--- config.mk ---
export PLATFORM = sky130hd
export DESIGN_NAME = stop_mode_power_sequencer
export DESIGN_NICKNAME = d
export VERILOG_FILES = /design/src/stop_seq_pkg.sv /design/src/stop_mode_power_sequencer.sv
export SDC_FILE = /design/constraint.sdc
export NUM_CORES = 1
export LEC_CHECK = 0
export BUFFER_PORTS_ARGS = -buffer_cell sky130_fd_sc_hd__buf_2
export CAP_MARGIN = 10
export CORE_MARGIN = 3
export CORE_UTILIZATION = 46
export DETAILED_ROUTE_END_ITERATION = 7
export PLACE_DENSITY = 0.8
export SLEW_MARGIN = 30
export SYNTH_ARGS = -nofsm -noshare
export SYNTH_HDL_FRONTEND = slang
export SYNTH_SLANG_ARGS = --single-unit
--- constraint.sdc ---
create_clock -name clk_sys -period 3.6 [get_ports clk_sys]
set_input_delay 0.54 -clock clk_sys [delete_from_list [all_inputs] [get_ports clk_sys]]
set_output_delay 0.54 -clock clk_sys [all_outputs]
set_load 0.05 [all_outputs]
--- src/stop_seq_pkg.sv ---
// package for the stop-mode power sequencer
// assumes a single 250 MHz system clock domain
package stop_seq_pkg;

	// stop mode select encoding
	localparam logic [1:0] MODE_STOP1 = 2'h0;
	localparam logic [1:0] MODE_STOP2 = 2'h1;
	localparam logic [1:0] MODE_STOP3 = 2'h2;
	localparam logic [1:0] MODE_STOP4 = 2'h3;

	// reset values
	localparam logic       FLAG_RST  = 1'h0;
	localparam logic       LATCH_RST = 1'h0;

	// sequencer states, gray along run -> stop -> wake
	typedef enum logic [1:0] {
		ST_RUN  = 2'b00,
		ST_STOP = 2'b01,
		ST_WAKE = 2'b11
	} seq_state_t;

	// wake vector selection
	typedef enum logic [1:0] {
		VEC_NONE  = 2'b00,
		VEC_RESET = 2'b01,
		VEC_IRQ   = 2'b10,
		VEC_RTI   = 2'b11
	} vec_sel_t;

	// power domain enables driven out
	typedef struct packed {
		logic core_clk_en;
		logic high_freq_oscillator_en;
		logic medium_freq_oscillator_en;
		logic low_freq_oscillator_en;
		logic periodic_wakeup_unit_en;
		logic param_regs_en;
		logic reg_fed_en;
		logic ram_en;
		logic regulator_full;
		logic regulator_standby;
		logic analog_converter_en;
		logic rf_buffer_en;
	} power_ctl_t;

	// activity requests during stop
	typedef struct packed {
		logic lowfreq_receiver_sampling;
		logic lowfreq_receiver_detect;
		logic sensor_reading;
	} wake_src_t;

endpackage

--- src/stop_mode_power_sequencer.sv ---
// stop-mode power sequencer: entry, mode decode, exits, stop2 pin latch
// assumes synchronous single-cycle inputs from the cpu core and supervisors
//
// Contract
// - stop with allow bit enters stop
// - stop without allow forces illegal-opcode reset
// - stop halts clocks except low-frequency oscillator
// - mode chosen by mode-select control bits
// - stop1 powers off regulator-fed circuits, standby
// - stop1 exit restarts via reset vector
// - stop1 asserts low-voltage; waits supply re-arm
// - stop2 keeps ram, latches pins on entry
// - stop2 exit resets, pin latches stay closed
// - stop2 wake sets partial-powerdown flag
// - acknowledge write clears flag, opens latches
// - stop3 standby regulator, keeps state, no latch
// - stop3 reset takes reset, interrupts vectors
// - stop4 like stop3 with full regulation
// - medium oscillator on for sampling, detect, reading
// - parameter regs, low oscillator, wakeup always on; power_ctl holds all three off during reset
// - converter in stop4 only with its clock
// - rf buffer may run during stop
// - low-volt or debug turns stop1/2 into stop4
`timescale 1ns/1ps
module stop_mode_power_sequencer (
	// clock and reset
	input  wire logic                      clk_sys,
	input  wire logic                      rstn,
	// cpu
	input  wire logic                      stop_exec,
	input  wire logic                      stop_allow_bit,
	input  wire logic [1:0]                power_mode_control_two,
	input  wire logic                      partial_powerdown_acknowledge,
	input  wire logic                      lowvolt_in_stop_enable,
	input  wire logic                      debug_entry_enable,
	// wake sources
	input  wire logic                      wake_reset,
	input  wire logic                      wake_irq,
	input  wire logic                      wake_rti,
	input  wire logic                      supply_above_rearm,
	input  wire stop_seq_pkg::wake_src_t   wake_src,
	input  wire logic                      converter_clk_sel,
	input  wire logic                      rf_buffer_keep,
	// status and control out
	output logic                           illegal_op_reset,
	output logic                           in_stop,
	output logic [1:0]                     active_mode,
	output logic                           low_voltage_detect,
	output logic                           pin_latch_hold,
	output logic                           partial_powerdown_flag,
	output logic                           por_restart,
	output stop_seq_pkg::vec_sel_t         wake_vector,
	output stop_seq_pkg::power_ctl_t       power_ctl
);
	import stop_seq_pkg::*;

	seq_state_t state_ff, nxt_state;
	logic [1:0] mode_ff, nxt_mode;
	logic       ill_ff, nxt_ill;
	logic       uvd_ff, nxt_uvd;
	logic       latch_ff, nxt_latch;
	logic       flag_ff, nxt_flag;
	logic       por_ff, nxt_por;
	vec_sel_t   vec_ff, nxt_vec;
	power_ctl_t pwr_ff, nxt_pwr;
	logic       wake_any;
	logic [1:0] req_mode;

	assign wake_any = wake_reset | wake_irq | wake_rti;

	// mode request with low-volt/debug override
	always_comb begin
		req_mode = power_mode_control_two;
		if ((lowvolt_in_stop_enable | debug_entry_enable) &&
			(power_mode_control_two == MODE_STOP1 || power_mode_control_two == MODE_STOP2)) begin
			req_mode = MODE_STOP4;
		end
	end

	// sequencer next state
	always_comb begin
		nxt_state = state_ff;
		nxt_mode  = mode_ff;
		nxt_ill   = 1'b0;
		nxt_uvd   = uvd_ff;
		nxt_latch = latch_ff;
		nxt_flag  = flag_ff;
		nxt_por   = 1'b0;
		nxt_vec   = VEC_NONE;
		case (state_ff)
			ST_RUN: begin
				if (stop_exec && stop_allow_bit) begin
					nxt_state = ST_STOP;
					nxt_mode  = req_mode;
					if (req_mode == MODE_STOP1) begin
						nxt_uvd = 1'b1;
					end
					if (req_mode == MODE_STOP2) begin
						nxt_latch = 1'b1;
					end
				end else if (stop_exec) begin
					nxt_ill = 1'b1;
				end
			end
			ST_STOP: begin
				if (mode_ff == MODE_STOP1) begin
					if (wake_any && supply_above_rearm) begin
						nxt_state = ST_WAKE;
						nxt_uvd   = 1'b0;
						nxt_por   = 1'b1;
						nxt_vec   = VEC_RESET;
						nxt_latch = 1'b0;
					end
				end else if (wake_any) begin
					nxt_state = ST_WAKE;
					if (mode_ff == MODE_STOP2) begin
						nxt_por  = 1'b1;
						nxt_vec  = VEC_RESET;
						nxt_flag = 1'b1;
					end else if (wake_reset) begin
						nxt_por = 1'b1;
						nxt_vec = VEC_RESET;
					end else if (wake_irq) begin
						nxt_vec = VEC_IRQ;
					end else begin
						nxt_vec = VEC_RTI;
					end
				end
			end
			ST_WAKE: begin
				nxt_state = ST_RUN;
			end
			default: begin
				nxt_state = ST_RUN;
			end
		endcase
		// ack ignored in stop2, so a wake setting the flag wins
		if (partial_powerdown_acknowledge && !(state_ff == ST_STOP && mode_ff == MODE_STOP2)) begin
			nxt_flag = 1'b0;
			if (nxt_state != ST_STOP) begin
				nxt_latch = 1'b0;
			end
		end
	end

	// power domain enables
	always_comb begin
		nxt_pwr = '0;
		nxt_pwr.low_freq_oscillator_en  = 1'b1;
		nxt_pwr.periodic_wakeup_unit_en = 1'b1;
		nxt_pwr.param_regs_en           = 1'b1;
		nxt_pwr.rf_buffer_en            = rf_buffer_keep;
		if (nxt_state == ST_STOP) begin
			nxt_pwr.core_clk_en             = 1'b0;
			nxt_pwr.high_freq_oscillator_en = 1'b0;
			nxt_pwr.medium_freq_oscillator_en = wake_src.lowfreq_receiver_sampling | wake_src.lowfreq_receiver_detect
				| wake_src.sensor_reading;
			case (nxt_mode)
				MODE_STOP1: begin
					nxt_pwr.regulator_standby = 1'b1;
				end
				MODE_STOP2: begin
					nxt_pwr.regulator_standby = 1'b1;
					nxt_pwr.ram_en            = 1'b1;
				end
				MODE_STOP3: begin
					nxt_pwr.regulator_standby = 1'b1;
					nxt_pwr.ram_en            = 1'b1;
					nxt_pwr.reg_fed_en        = 1'b1;
				end
				default: begin
					nxt_pwr.regulator_full      = 1'b1;
					nxt_pwr.ram_en              = 1'b1;
					nxt_pwr.reg_fed_en          = 1'b1;
					nxt_pwr.analog_converter_en = converter_clk_sel;
				end
			endcase
		end else begin
			nxt_pwr.core_clk_en               = 1'b1;
			nxt_pwr.high_freq_oscillator_en   = 1'b1;
			nxt_pwr.medium_freq_oscillator_en = 1'b1;
			nxt_pwr.reg_fed_en                = 1'b1;
			nxt_pwr.ram_en                    = 1'b1;
			nxt_pwr.regulator_full            = 1'b1;
			nxt_pwr.analog_converter_en       = 1'b1;
			nxt_pwr.rf_buffer_en              = 1'b1;
		end
	end

	always_ff @(posedge clk_sys) begin
		if (!rstn) begin
			state_ff <= ST_RUN;
			mode_ff  <= MODE_STOP1;
			ill_ff   <= 1'b0;
			uvd_ff   <= 1'b0;
			latch_ff <= LATCH_RST;
			flag_ff  <= FLAG_RST;
			por_ff   <= 1'b0;
			vec_ff   <= VEC_NONE;
			pwr_ff   <= '0;
		end else begin
			state_ff <= nxt_state;
			mode_ff  <= nxt_mode;
			ill_ff   <= nxt_ill;
			uvd_ff   <= nxt_uvd;
			latch_ff <= nxt_latch;
			flag_ff  <= nxt_flag;
			por_ff   <= nxt_por;
			vec_ff   <= nxt_vec;
			pwr_ff   <= nxt_pwr;
		end
	end

	// outputs from flops
	always_ff @(posedge clk_sys) begin
		if (!rstn) begin
			in_stop     <= 1'b0;
			active_mode <= MODE_STOP1;
		end else begin
			in_stop     <= (nxt_state == ST_STOP);
			active_mode <= nxt_mode;
		end
	end
	assign illegal_op_reset       = ill_ff;
	assign low_voltage_detect     = uvd_ff;
	assign pin_latch_hold         = latch_ff;
	assign partial_powerdown_flag = flag_ff;
	assign por_restart            = por_ff;
	assign wake_vector            = vec_ff;
	assign power_ctl              = pwr_ff;

	// checks
	a_no_stop_illegal: assert property (@(posedge clk_sys) disable iff (!rstn)
		state_ff == ST_RUN && stop_exec && !stop_allow_bit |=> ill_ff && state_ff == ST_RUN)
		else $error("disallowed stop not refused");
	a_stop_entry: assert property (@(posedge clk_sys) disable iff (!rstn)
		state_ff == ST_RUN && stop_exec && stop_allow_bit |=> state_ff == ST_STOP)
		else $error("stop not entered");
	a_clocks_halted: assert property (@(posedge clk_sys) disable iff (!rstn)
		state_ff == ST_STOP |-> !pwr_ff.core_clk_en && pwr_ff.low_freq_oscillator_en)
		else $error("clocks running in stop");
	a_override_mode: assert property (@(posedge clk_sys) disable iff (!rstn)
		state_ff == ST_RUN && stop_exec && stop_allow_bit && (debug_entry_enable || lowvolt_in_stop_enable)
		&& (power_mode_control_two == MODE_STOP1 || power_mode_control_two == MODE_STOP2)
		|=> mode_ff == MODE_STOP4)
		else $error("debug override missed");
	a_stop1_undervolt: assert property (@(posedge clk_sys) disable iff (!rstn)
		state_ff == ST_STOP && mode_ff == MODE_STOP1 && !supply_above_rearm |=> state_ff == ST_STOP && uvd_ff)
		else $error("stop1 left below re-arm");
	a_stop2_latch: assert property (@(posedge clk_sys) disable iff (!rstn)
		state_ff == ST_STOP && mode_ff == MODE_STOP2 |-> latch_ff && pwr_ff.ram_en)
		else $error("stop2 latch open");
	a_stop2_flag: assert property (@(posedge clk_sys) disable iff (!rstn)
		state_ff == ST_STOP && mode_ff == MODE_STOP2 && wake_any |=> flag_ff && por_ff && latch_ff)
		else $error("stop2 wake flag missing");
	a_ack_clears: assert property (@(posedge clk_sys) disable iff (!rstn)
		state_ff == ST_RUN && partial_powerdown_acknowledge && !stop_exec |=> !flag_ff && !latch_ff)
		else $error("acknowledge did not release");
	a_stop3_irq_vec: assert property (@(posedge clk_sys) disable iff (!rstn)
		state_ff == ST_STOP && mode_ff == MODE_STOP3 && wake_irq && !wake_reset |=> vec_ff == VEC_IRQ && !por_ff)
		else $error("stop3 irq vector wrong");
	a_stop4_full_reg: assert property (@(posedge clk_sys) disable iff (!rstn)
		state_ff == ST_STOP && mode_ff == MODE_STOP4 |-> pwr_ff.regulator_full && !pwr_ff.regulator_standby)
		else $error("stop4 regulation lost");

endmodule

==> results of run 1 <==
per-layer routing:
metal / vias up / GRT usage
li1: 363 / -
met1: 337 / 0.188
met2: 35 / 0.264
met3: 5 / 0.0338
met4: 0 / 0.0968
met5: - / 0
kinds of logic after synthesis:
| kind of cell | share of synthesized area |
|---|---|
| buffers and inverters | 0.0512 |
| flip-flops | 0.521 |
| AND/OR/NAND/NOR | 0.262 |
| AO/OA/AOI/OAI | 0.166 |
per-stage QoR:
step	area, um^2	power (mW)	hold slack [ns]	utilization	setup slack, ns
finish	1010	0.486	0.431	0.644	1.93
global route	1010	0.510	0.428	0.644	1.85
CTS	1010	0.489	0.430	0.644	1.92
detailed placement	988	0.380	0.457	0.627	2.07
global placement	988	0.378	0.450	0.627	2.09
floorplan	807	0.352	0.478	-	1.93
power by group through the flow:
stage	registers, mW	logic [mW]	clock network [mW]
after detailed placement	0.260	0.121	0
after global routing	0.256	0.129	0.124
final	0.254	0.121	0.111
after global placement	0.259	0.119	0
after CTS	0.254	0.121	0.114
after floorplan	0.305	0.0472	0
layout make-up:
cell class                 count  area share
sequential                    21       0.414
multi-input combinational     55       0.340
timing repair buffer          39       0.192
clock buffer                   4      0.0259
tap                           16      0.0197
inverter                       2     0.00740
flip-flops by register name, indices dropped and copies added (netlist names):
signal	cells
active_mode	2
illegal_op_reset	1
in_stop	1
low_voltage_detect	1
partial_powerdown_flag	1
pin_latch_hold	1
por_restart	1
power_ctl	9
state_ff	2
wake_vector	2
path summary, 6_finish.rpt:
check	start	to	slack, ns	cells after the start
worst max-delay path	active_mode[1]	active_mode[1]	1.93	1
worst min-delay path	rf_buffer_keep	power_ctl[0]	0.43	2
worst max register to register	active_mode[1]	power_ctl[9]	2.17	4
worst min register to register	partial_powerdown_flag	partial_powerdown_flag	0.48	2
cells in the final DEF (no fill, tap or decap), drive strengths merged, types with 2 or more instances in the layout:
cell     count
nor2        14
nand2        5
dfxtp       21
inv          2
nor3         7
nand2b       2
nand4bb      2
buf         39
clkbuf       4
nor4b        2
a21oi        4
a21o         3
==> impl_metrics.toml, run 1 <==
[synthesis]
syn_avg_cell_area_um2 = 9.72
synth_edf_count = 0
synthCells = 83
synthArstFlopShare = 0
synth_most_common_cell = "dfxtp_1"
ys_seq_area_frac = 0.521
synth_top_area_frac = 0.521
yosysTopAreaCell = "dfxtp_1"
syn_nets = 101
ys_ff_latch = 21
yosysWarnings = 0
syn-cell-area_um2 = 807
synth_flop_cell = "dfxtp_1"
synth_area_leaders = "dfxtp_1 52%, nor2_1 6.5%, nor3_1 3.7%, buf_4 3.7%, a21o_1 2.8%"
synth_common_cells = "21 x dfxtp_1, 14 x nor2_1, 6 x nor3_1"
ys_types = 29

[grt]
grt_pass1_vias = 617
grt.total_usage = 0.160
grt_max_degree = 12
antenna_found_initial = 0
grt_pass1_wl_mm = 2.54
grt_overflow_total = 0

[detailed_routing]
vias = 740
firstDrtPassIters = 4
ant_nets = 0
routed_via_density = 5.40
routedWlPerCell_um = 12.3
wl_mm = 1.69
wl_met2_um = 792
routed.top_layer = "met4"
drt-initial-drc-count = 27
met3WireLength_um = 148
wl_met1_um = 704
drc = 0

[timing]
max_freq_mhz = 599
hold_viol = 0
skew_ns = 0.00502
final-setup-viol-count = 0
finalMaxSlewViolations = 0
timing.final.crit_share = 0.463
min_period_ns = 1.67
relSlewSlack = 0.751
tns_ns = 0
rsz0062_at_grt = "no"
tightest_slew_ns = 0.370

[die]
core_area_um2 = 1580
num_rows = 14
die-area_um2 = 2290
die_h_um = 47.9
io_pins = 40
initial_utilization = 0.512
die_w_um = 47.9

[status]
status = "finished clean"

[worst_setup_path]
cp_max_fo = 9
criticalPathCategory = "reg2out"
max_stage_delay_ns = 0.50
crit_slowest_cell = "dfxtp_1"
crit_buf_inv = 1
arrival_ns = 1.13
cp-end-kind = "output pin"
crit_path_start_kind = "flop"
crit_family = "flip-flops"
critPathRequiredTime_ns = 3.06
crit_chain = "buf_2"

[flow_run]
drv_cap = 0

[power]
p_switching_mw = 0.161
combPwrFrac = 0.248
p_int_mw = 0.325
switching_share = 0.332
p_leak_nw = 0.506
power_frac_seq = 0.523
p_clk_frac = 0.229
ir_worst_vdd_uv = 225
powerDensity_nw_per_um2 = 479

[placement]
port_buffers = 39
placed_cells = 133
gp_congestion = 0.791
place_hpwl_mm = 1.33

[finish]
fillCellCount = 146
seqCellArea_um2 = 420
syn_to_final_growth_pct = 25.7
drive_above_1_share = 0.388
instances_no_fill = 137
layout.nets = 140
multi_input_area_um2 = 345
diodes = 0

[min_path]
hp-class = "in2reg"

[clock_network]
cts_tree = "done"
cts-root-buf = "clkbuf_4"
ctsHoldBuffers = 0
cts_htree_levels = 1
worstSkewPairLatency_ns = 0.30
postCtsResizedCells = 0
clkSinkCount = 21
clockBufferDepth = 2
cts_buffers = 3
cts_setup_buffers = 0
clkTransAtPathRegs_ns = 0.11
Power figures use the tool's default switching activity.
==> run 2: changes to the inputs <==
--- a/config.mk
+++ b/config.mk
@@ -5,12 +5,13 @@
 export SDC_FILE = /design/constraint.sdc
 export NUM_CORES = 1
 export LEC_CHECK = 0
+export ABC_AREA = 1
 export BUFFER_PORTS_ARGS = -buffer_cell sky130_fd_sc_hd__buf_2
 export CAP_MARGIN = 10
 export CORE_MARGIN = 3
-export CORE_UTILIZATION = 46
+export CORE_UTILIZATION = 45
 export DETAILED_ROUTE_END_ITERATION = 7
-export PLACE_DENSITY = 0.8
+export PLACE_DENSITY = 0.77
 export SLEW_MARGIN = 30
 export SYNTH_ARGS = -nofsm -noshare
 export SYNTH_HDL_FRONTEND = slang
==> constraint.sdc (replaced) <==
create_clock -name clk_sys -period 1.7 [get_ports clk_sys]
set_input_delay 0.255 -clock clk_sys [delete_from_list [all_inputs] [get_ports clk_sys]]
set_output_delay 0.255 -clock clk_sys [all_outputs]
set_load 0.05 [all_outputs]
==> run 2 against run 1 <==
  * Clock skew rose by 0.0019 ns
  * Via count rose by 15%
  * Combinational power rose to 2.7 times the previous value
  * Sequential share of layout area fell by 3.8 points
  * Critical path depth did not move
  * Worst hold slack got worse by 0.31 ns
  * Non-clock buffer count did not move
  * Design area rose by 10%
  * Critical endpoint is now active_mode[0]
  * Largest power group unchanged
  * Highest routed layer unchanged
==> impl_metrics.toml, run 2 <==
[synthesis]
yosysWarnings = 0
synthXorXnorAreaFrac = 0
synthCells = 114
ys_seq_area_frac = 0.472
synthSimpleGateAreaFrac = 0.306
syn_avg_cell_area_um2 = 7.81
synth_edf_count = 0
ys_ff_latch = 21
synthArstFlopShare = 0
synth_area_leaders = "dfxtp_1 47%, nand2_1 12%, inv_1 6.3%, nand3_1 3.9%, o21ai_2 3.9%"
synthMuxAreaShare = 0
synthAdderAreaFrac = 0
synth_top_family_by_area = "simple AND/OR/NAND/NOR gates"
synth_flop_cell = "dfxtp_1"
synth_most_common_cell = "nand2_1"
synth_top_area_frac = 0.472
syn_nets = 132
ys_types = 22
yosysTopAreaCell = "dfxtp_1"
synth_compound_area_frac = 0.119
syn-cell-area_um2 = 891
synth_common_cells = "28 x nand2_1, 21 x dfxtp_1, 15 x inv_1"

[clock_network]
clockBufferDepth = 2
clkTransAtPathRegs_ns = 0.12
cts_buffers = 3
clkSinkCount = 21
worstSkewPairLatency_ns = 0.30
cts_setup_buffers = 0
cts_tree = "done"
postCtsResizedCells = 0
ctsHoldBuffers = 0
cts_htree_levels = 1
cts-root-buf = "clkbuf_4"

[detailed_routing]
firstDrtPassIters = 4
routedWlPerCell_um = 10.5
ant_nets = 0
drt-initial-drc-count = 13
wl_mm = 1.88
routed_via_density = 4.78
drc = 0
vias = 851

[finish]
fillCellCount = 185
instances_no_fill = 178
diodes = 0
drive_above_1_share = 0.379
largest_register_ffs = 9
layout_commonest_cell = "buf_2"
layout_common_cells = "39 x buf_2, 28 x nand2_1, 21 x dfxtp_1"
syn_to_final_growth_pct = 25.4
final_cell_area_um2 = 1120
utilization = 0.620
layout.nets = 172

[worst_setup_path]
r2r-start = "state_ff[1]"
critPathLaunch = "active_mode[0]"
cp-end-kind = "output pin"
arrival_ns = 1.05
cp.depth = 1
crit_buf_inv = 1
ff2ff_setup_slack_ns = 0.49
crit_chain = "buf_2"
crit_slowest_cell = "dfxtp_1"
max_stage_delay_ns = 0.44
crit_path_start_kind = "flop"
crit_family = "flip-flops"
cp_max_fo = 6
critPathRequiredTime_ns = 1.44
criticalPathCategory = "reg2out"
r2r_cells = 6

[placement]
place_hpwl_mm = 1.50
port_buffers = 39
placed_area_um2 = 1090
post-place-ws_ns = 0.519
gp_congestion = 0.849
placed_cells = 174

[grt]
grt_pass1_vias = 772
grt.total_usage = 0.165
grt_overflow_total = 0
grt_pass1_wl_mm = 3.19
antenna_found_initial = 0
grt_max_degree = 13

[status]
status = "finished clean"

[die]
die_w_um = 50.5
core_area_um2 = 1800
num_rows = 15
initial_utilization = 0.494
io_pins = 40
die-area_um2 = 2550
die_h_um = 50.5

[timing]
timing.final.crit_share = 0.770
setup_slack_ns = 0.391
max_freq_mhz = 764
hold_viol = 0
relSlewSlack = 0.726
rsz0062_at_grt = "no"
holdWs_ns = 0.121
tns_ns = 0
skew_ns = 0.00695
tightest_slew_ns = 0.408
finalMaxSlewViolations = 0
min_period_ns = 1.31
final-setup-viol-count = 0

[flow_run]
drv_cap = 0

[power]
powerDensity_nw_per_um2 = 999
p_leak_nw = 0.607
ir_worst_vdd_uv = 685
total_power_mw = 1.12

[min_path]
min_from = "wake_reset"
min_path_cells = 2
hp-class = "in2reg"
run 2: changes by cell type in the layout (fill, tap and decap cells not counted), sizes merged, moves of 3 or more:
cell   previous run  this run
nand2             5        33
inv               2        17
nand3             1         7
a21o              3         0
nor2             14        10
nor3              7         3
o21ai             1         8
run 2: path summary, 6_finish.rpt:
| check | to |
|---|---|
| min | wake_vector[1] |
| max | active_mode[0] |
| max reg2reg | power_ctl[2] |
| min reg2reg | low_voltage_detect |
run 2: final cells by class:
class                      count  area, um^2  share of cell area
clock buffer                   3        22.5              0.0202
inverter                      17        63.8              0.0571
sequential                    21         420               0.376
clock inverter                 1        5.00             0.00448
tap                           25        31.3              0.0280
multi-input combinational     72         379               0.339
timing repair buffer          39         195               0.175
run 2: cells by family after synthesis:
family	after synthesis
DFF	21
buffers and inverters	21
and+or+nand+nor	57
AOI/OAI and AO/OA	15
run 2: where the power goes:
group / internal, mW / leakage (nW) / total, mW / switching (mW)
logic: 0.0853 / 0.416 / 0.331 / 0.246
registers: 0.529 / 0.173 / 0.545 / 0.0168
clock network: 0.0877 / 0.0177 / 0.240 / 0.152
total: 0.702 / 0.607 / 1.12 / 0.414
run 2: per-layer routing:
metal | share of wire | track usage | vias to the layer above | wire (um)
met5 | 0 | 0 | - | 0
met4 | 0.018 | 0.0807 | 0 | 34
met3 | 0.080 | 0.0415 | 4 | 151
met2 | 0.43 | 0.248 | 34 | 800
met1 | 0.47 | 0.218 | 375 | 890
li1 | - | - | 438 | -
run 2: worst reg2reg max path: stages, from the launching register on:
cell,delay (ns)
dfxtp_1,0.38
nor2_1,0.22
nand2_2,0.12
o21ai_2,0.20
nand2_1,0.09
nand2_1,0.08
inv_1,0.03
==> run 3: changes to the inputs <==
--- a/config.mk
+++ b/config.mk
@@ -5,13 +5,13 @@
 export SDC_FILE = /design/constraint.sdc
 export NUM_CORES = 1
 export LEC_CHECK = 0
-export ABC_AREA = 1
+export ABC_AREA = 0
 export BUFFER_PORTS_ARGS = -buffer_cell sky130_fd_sc_hd__buf_2
 export CAP_MARGIN = 10
 export CORE_MARGIN = 3
-export CORE_UTILIZATION = 45
+export CORE_UTILIZATION = 39
 export DETAILED_ROUTE_END_ITERATION = 7
-export PLACE_DENSITY = 0.77
+export PLACE_DENSITY = 0.72
 export SLEW_MARGIN = 30
 export SYNTH_ARGS = -nofsm -noshare
 export SYNTH_HDL_FRONTEND = slang
==> constraint.sdc (replaced) <==
create_clock -name clk_sys -period 1.2 [get_ports clk_sys]
set_input_delay 0.18 -clock clk_sys [delete_from_list [all_inputs] [get_ports clk_sys]]
set_output_delay 0.18 -clock clk_sys [all_outputs]
set_load 0.05 [all_outputs]
==> run 3 against run 2 <==
  * Cell count down 12%
  * Combinational power up 32%
  * Power up 38%
  * Clock skew down 0.0028 ns
  * Worst hold slack worse by 0.050 ns
  * Sequential share of layout area down 1.8 points
  * Non-clock buffer count up 10
  * Sequential power up 39%
  * Routed wire length down 0.85%
  * Utilization up 2.7 points
  * Global-route usage down 1.3 points
  * First-iteration DRC count up 38%
  * Critical endpoint is now power_ctl[9]
  * Largest power group unchanged
==> impl_metrics.toml, run 3 (synthesis gave the netlist of run 1 again) <==
[status]
status = "finished clean"

[worst_setup_path]
arrival_ns = 1.43
critPathRequiredTime_ns = 1.45
timing.rr.end = "power_ctl[9]"
ff2ff_setup_slack_ns = 0.02
cp-end-kind = "flop"
crit_end = "power_ctl[9]"
cp_max_fo = 5
critPathLaunch = "active_mode[1]"
criticalPathCategory = "reg2reg"
r2r_cells = 4
crit_path_start_kind = "flop"
r2r-start = "active_mode[1]"

[timing]
min_period_ns = 1.18
relSlewSlack = 0.632
skew_ns = 0.00415
max_freq_mhz = 847
rsz0062_at_grt = "yes"
timing.final.crit_share = 0.984
hold_viol = 0
tightest_slew_ns = 0.547
tns_ns = 0
finalMaxSlewViolations = 0
final-setup-viol-count = 0

[flow_run]
drv_cap = 0

[finish]
layout_common_cells = "37 x buf_2, 18 x dfxtp_1, 14 x nor2_1"
layout_commonest_cell = "buf_2"
utilization = 0.648
diodes = 0
syn_to_final_growth_pct = 47.6
instances_no_fill = 156
layout.nets = 150
drive_above_1_share = 0.519
fillCellCount = 158
largest_register_ffs = 9
final_cell_area_um2 = 1190

[grt]
grt_overflow_total = 0
antenna_found_initial = 0
grt_pass1_vias = 703
grt_pass1_wl_mm = 3.01
grt_max_degree = 13
grt.total_usage = 0.152

[clock_network]
cts-root-buf = "clkbuf_4"
clkSinkCount = 21
clkTransAtPathRegs_ns = 0.11
cts_tree = "done"
worstSkewPairLatency_ns = 0.30
ctsHoldBuffers = 0
clockBufferDepth = 2
cts_htree_levels = 1
cts_buffers = 3

[power]
ir_worst_vdd_uv = 726
total_power_mw = 1.54
p_leak_nw = 0.574
powerDensity_nw_per_um2 = 1290

[detailed_routing]
ant_nets = 0
routed_via_density = 4.85
routedWlPerCell_um = 11.9
drc = 0
drt-initial-drc-count = 18
wl_mm = 1.86
firstDrtPassIters = 4
vias = 756

[placement]
placed_area_um2 = 1070
port_buffers = 39
placed_cells = 150
place_hpwl_mm = 1.42
gp_congestion = 0.800

[die]
die-area_um2 = 2650
io_pins = 40
die_h_um = 51.5
num_rows = 15
die_w_um = 51.5
core_area_um2 = 1840
initial_utilization = 0.439

[min_path]
min_path_cells = 2
hp-class = "in2reg"
==> run 3: worst max-delay path, cell delays in order, from the launching register on <==
cell and delay [ns]:
dfxtp_4 0.40, nor3_4 0.04, or2_4 0.25, a211oi_4 0.29, o21bai_1 0.14
==> run 3: where the power goes <==
| group | leakage [nW] | total, mW | internal, mW | switching [mW] |
|---|---|---|---|---|
| sequential | 0.175 | 0.760 | 0.741 | 0.0195 |
| combinational | 0.381 | 0.436 | 0.153 | 0.282 |
| clock | 0.0177 | 0.341 | 0.124 | 0.217 |
| total | 0.574 | 1.54 | 1.02 | 0.519 |
==> run 3: final cells by class <==
class | count | area (um^2) | area share
inverter | 2 | 7.51 | 0.00630
tap | 25 | 31.3 | 0.0263
clock buffer | 3 | 22.5 | 0.0189
multi-input combinational | 55 | 404 | 0.339
clock inverter | 1 | 5.00 | 0.00420
timing repair buffer | 49 | 294 | 0.247
sequential | 21 | 427 | 0.358
==> run 3: repair_timing <==
item                                    4_1_cts  5_1_grt
hold endpoints to repair                      0        0
cloned                                        0        0
buffers inserted                              0        2
gates resized for setup                       7        9
endpoints found under the setup margin        7       13
pin swaps                                     2        4
==> run 3: worst min path at each step <==
| stage | startpoint | to | slack (ns) |
|---|---|---|---|
| after floorplan | rstn | power_ctl[8] | 0.21 |
| after global placement | rf_buffer_keep | power_ctl[0] | 0.38 |
| after detailed placement | rf_buffer_keep | power_ctl[0] | 0.39 |
| after CTS | wake_reset | wake_vector[1] | 0.07 |
| after global routing | rf_buffer_keep | power_ctl[0] | 0.07 |
| final | rf_buffer_keep | power_ctl[0] | 0.07 |
==> run 3: routing by layer <==
| metal | vias up | routed length, um | track usage |
|---|---|---|---|
| met5 | - | 0 | 0 |
| met4 | 0 | 57 | 0.100 |
| met3 | 7 | 145 | 0.0344 |
| met2 | 33 | 869 | 0.231 |
| met1 | 333 | 788 | 0.191 |
| li1 | 383 | - | - |
==> run 3: metrics by stage <==
step | hold WS (ns) | setup slack (ns)
floorplan | 0.208 | -0.112
global placement | 0.382 | -0.00563
detailed placement | 0.388 | -0.0822
CTS | 0.0655 | 0.0106
global route | 0.0733 | -0.0581
finish | 0.0712 | 0.0188
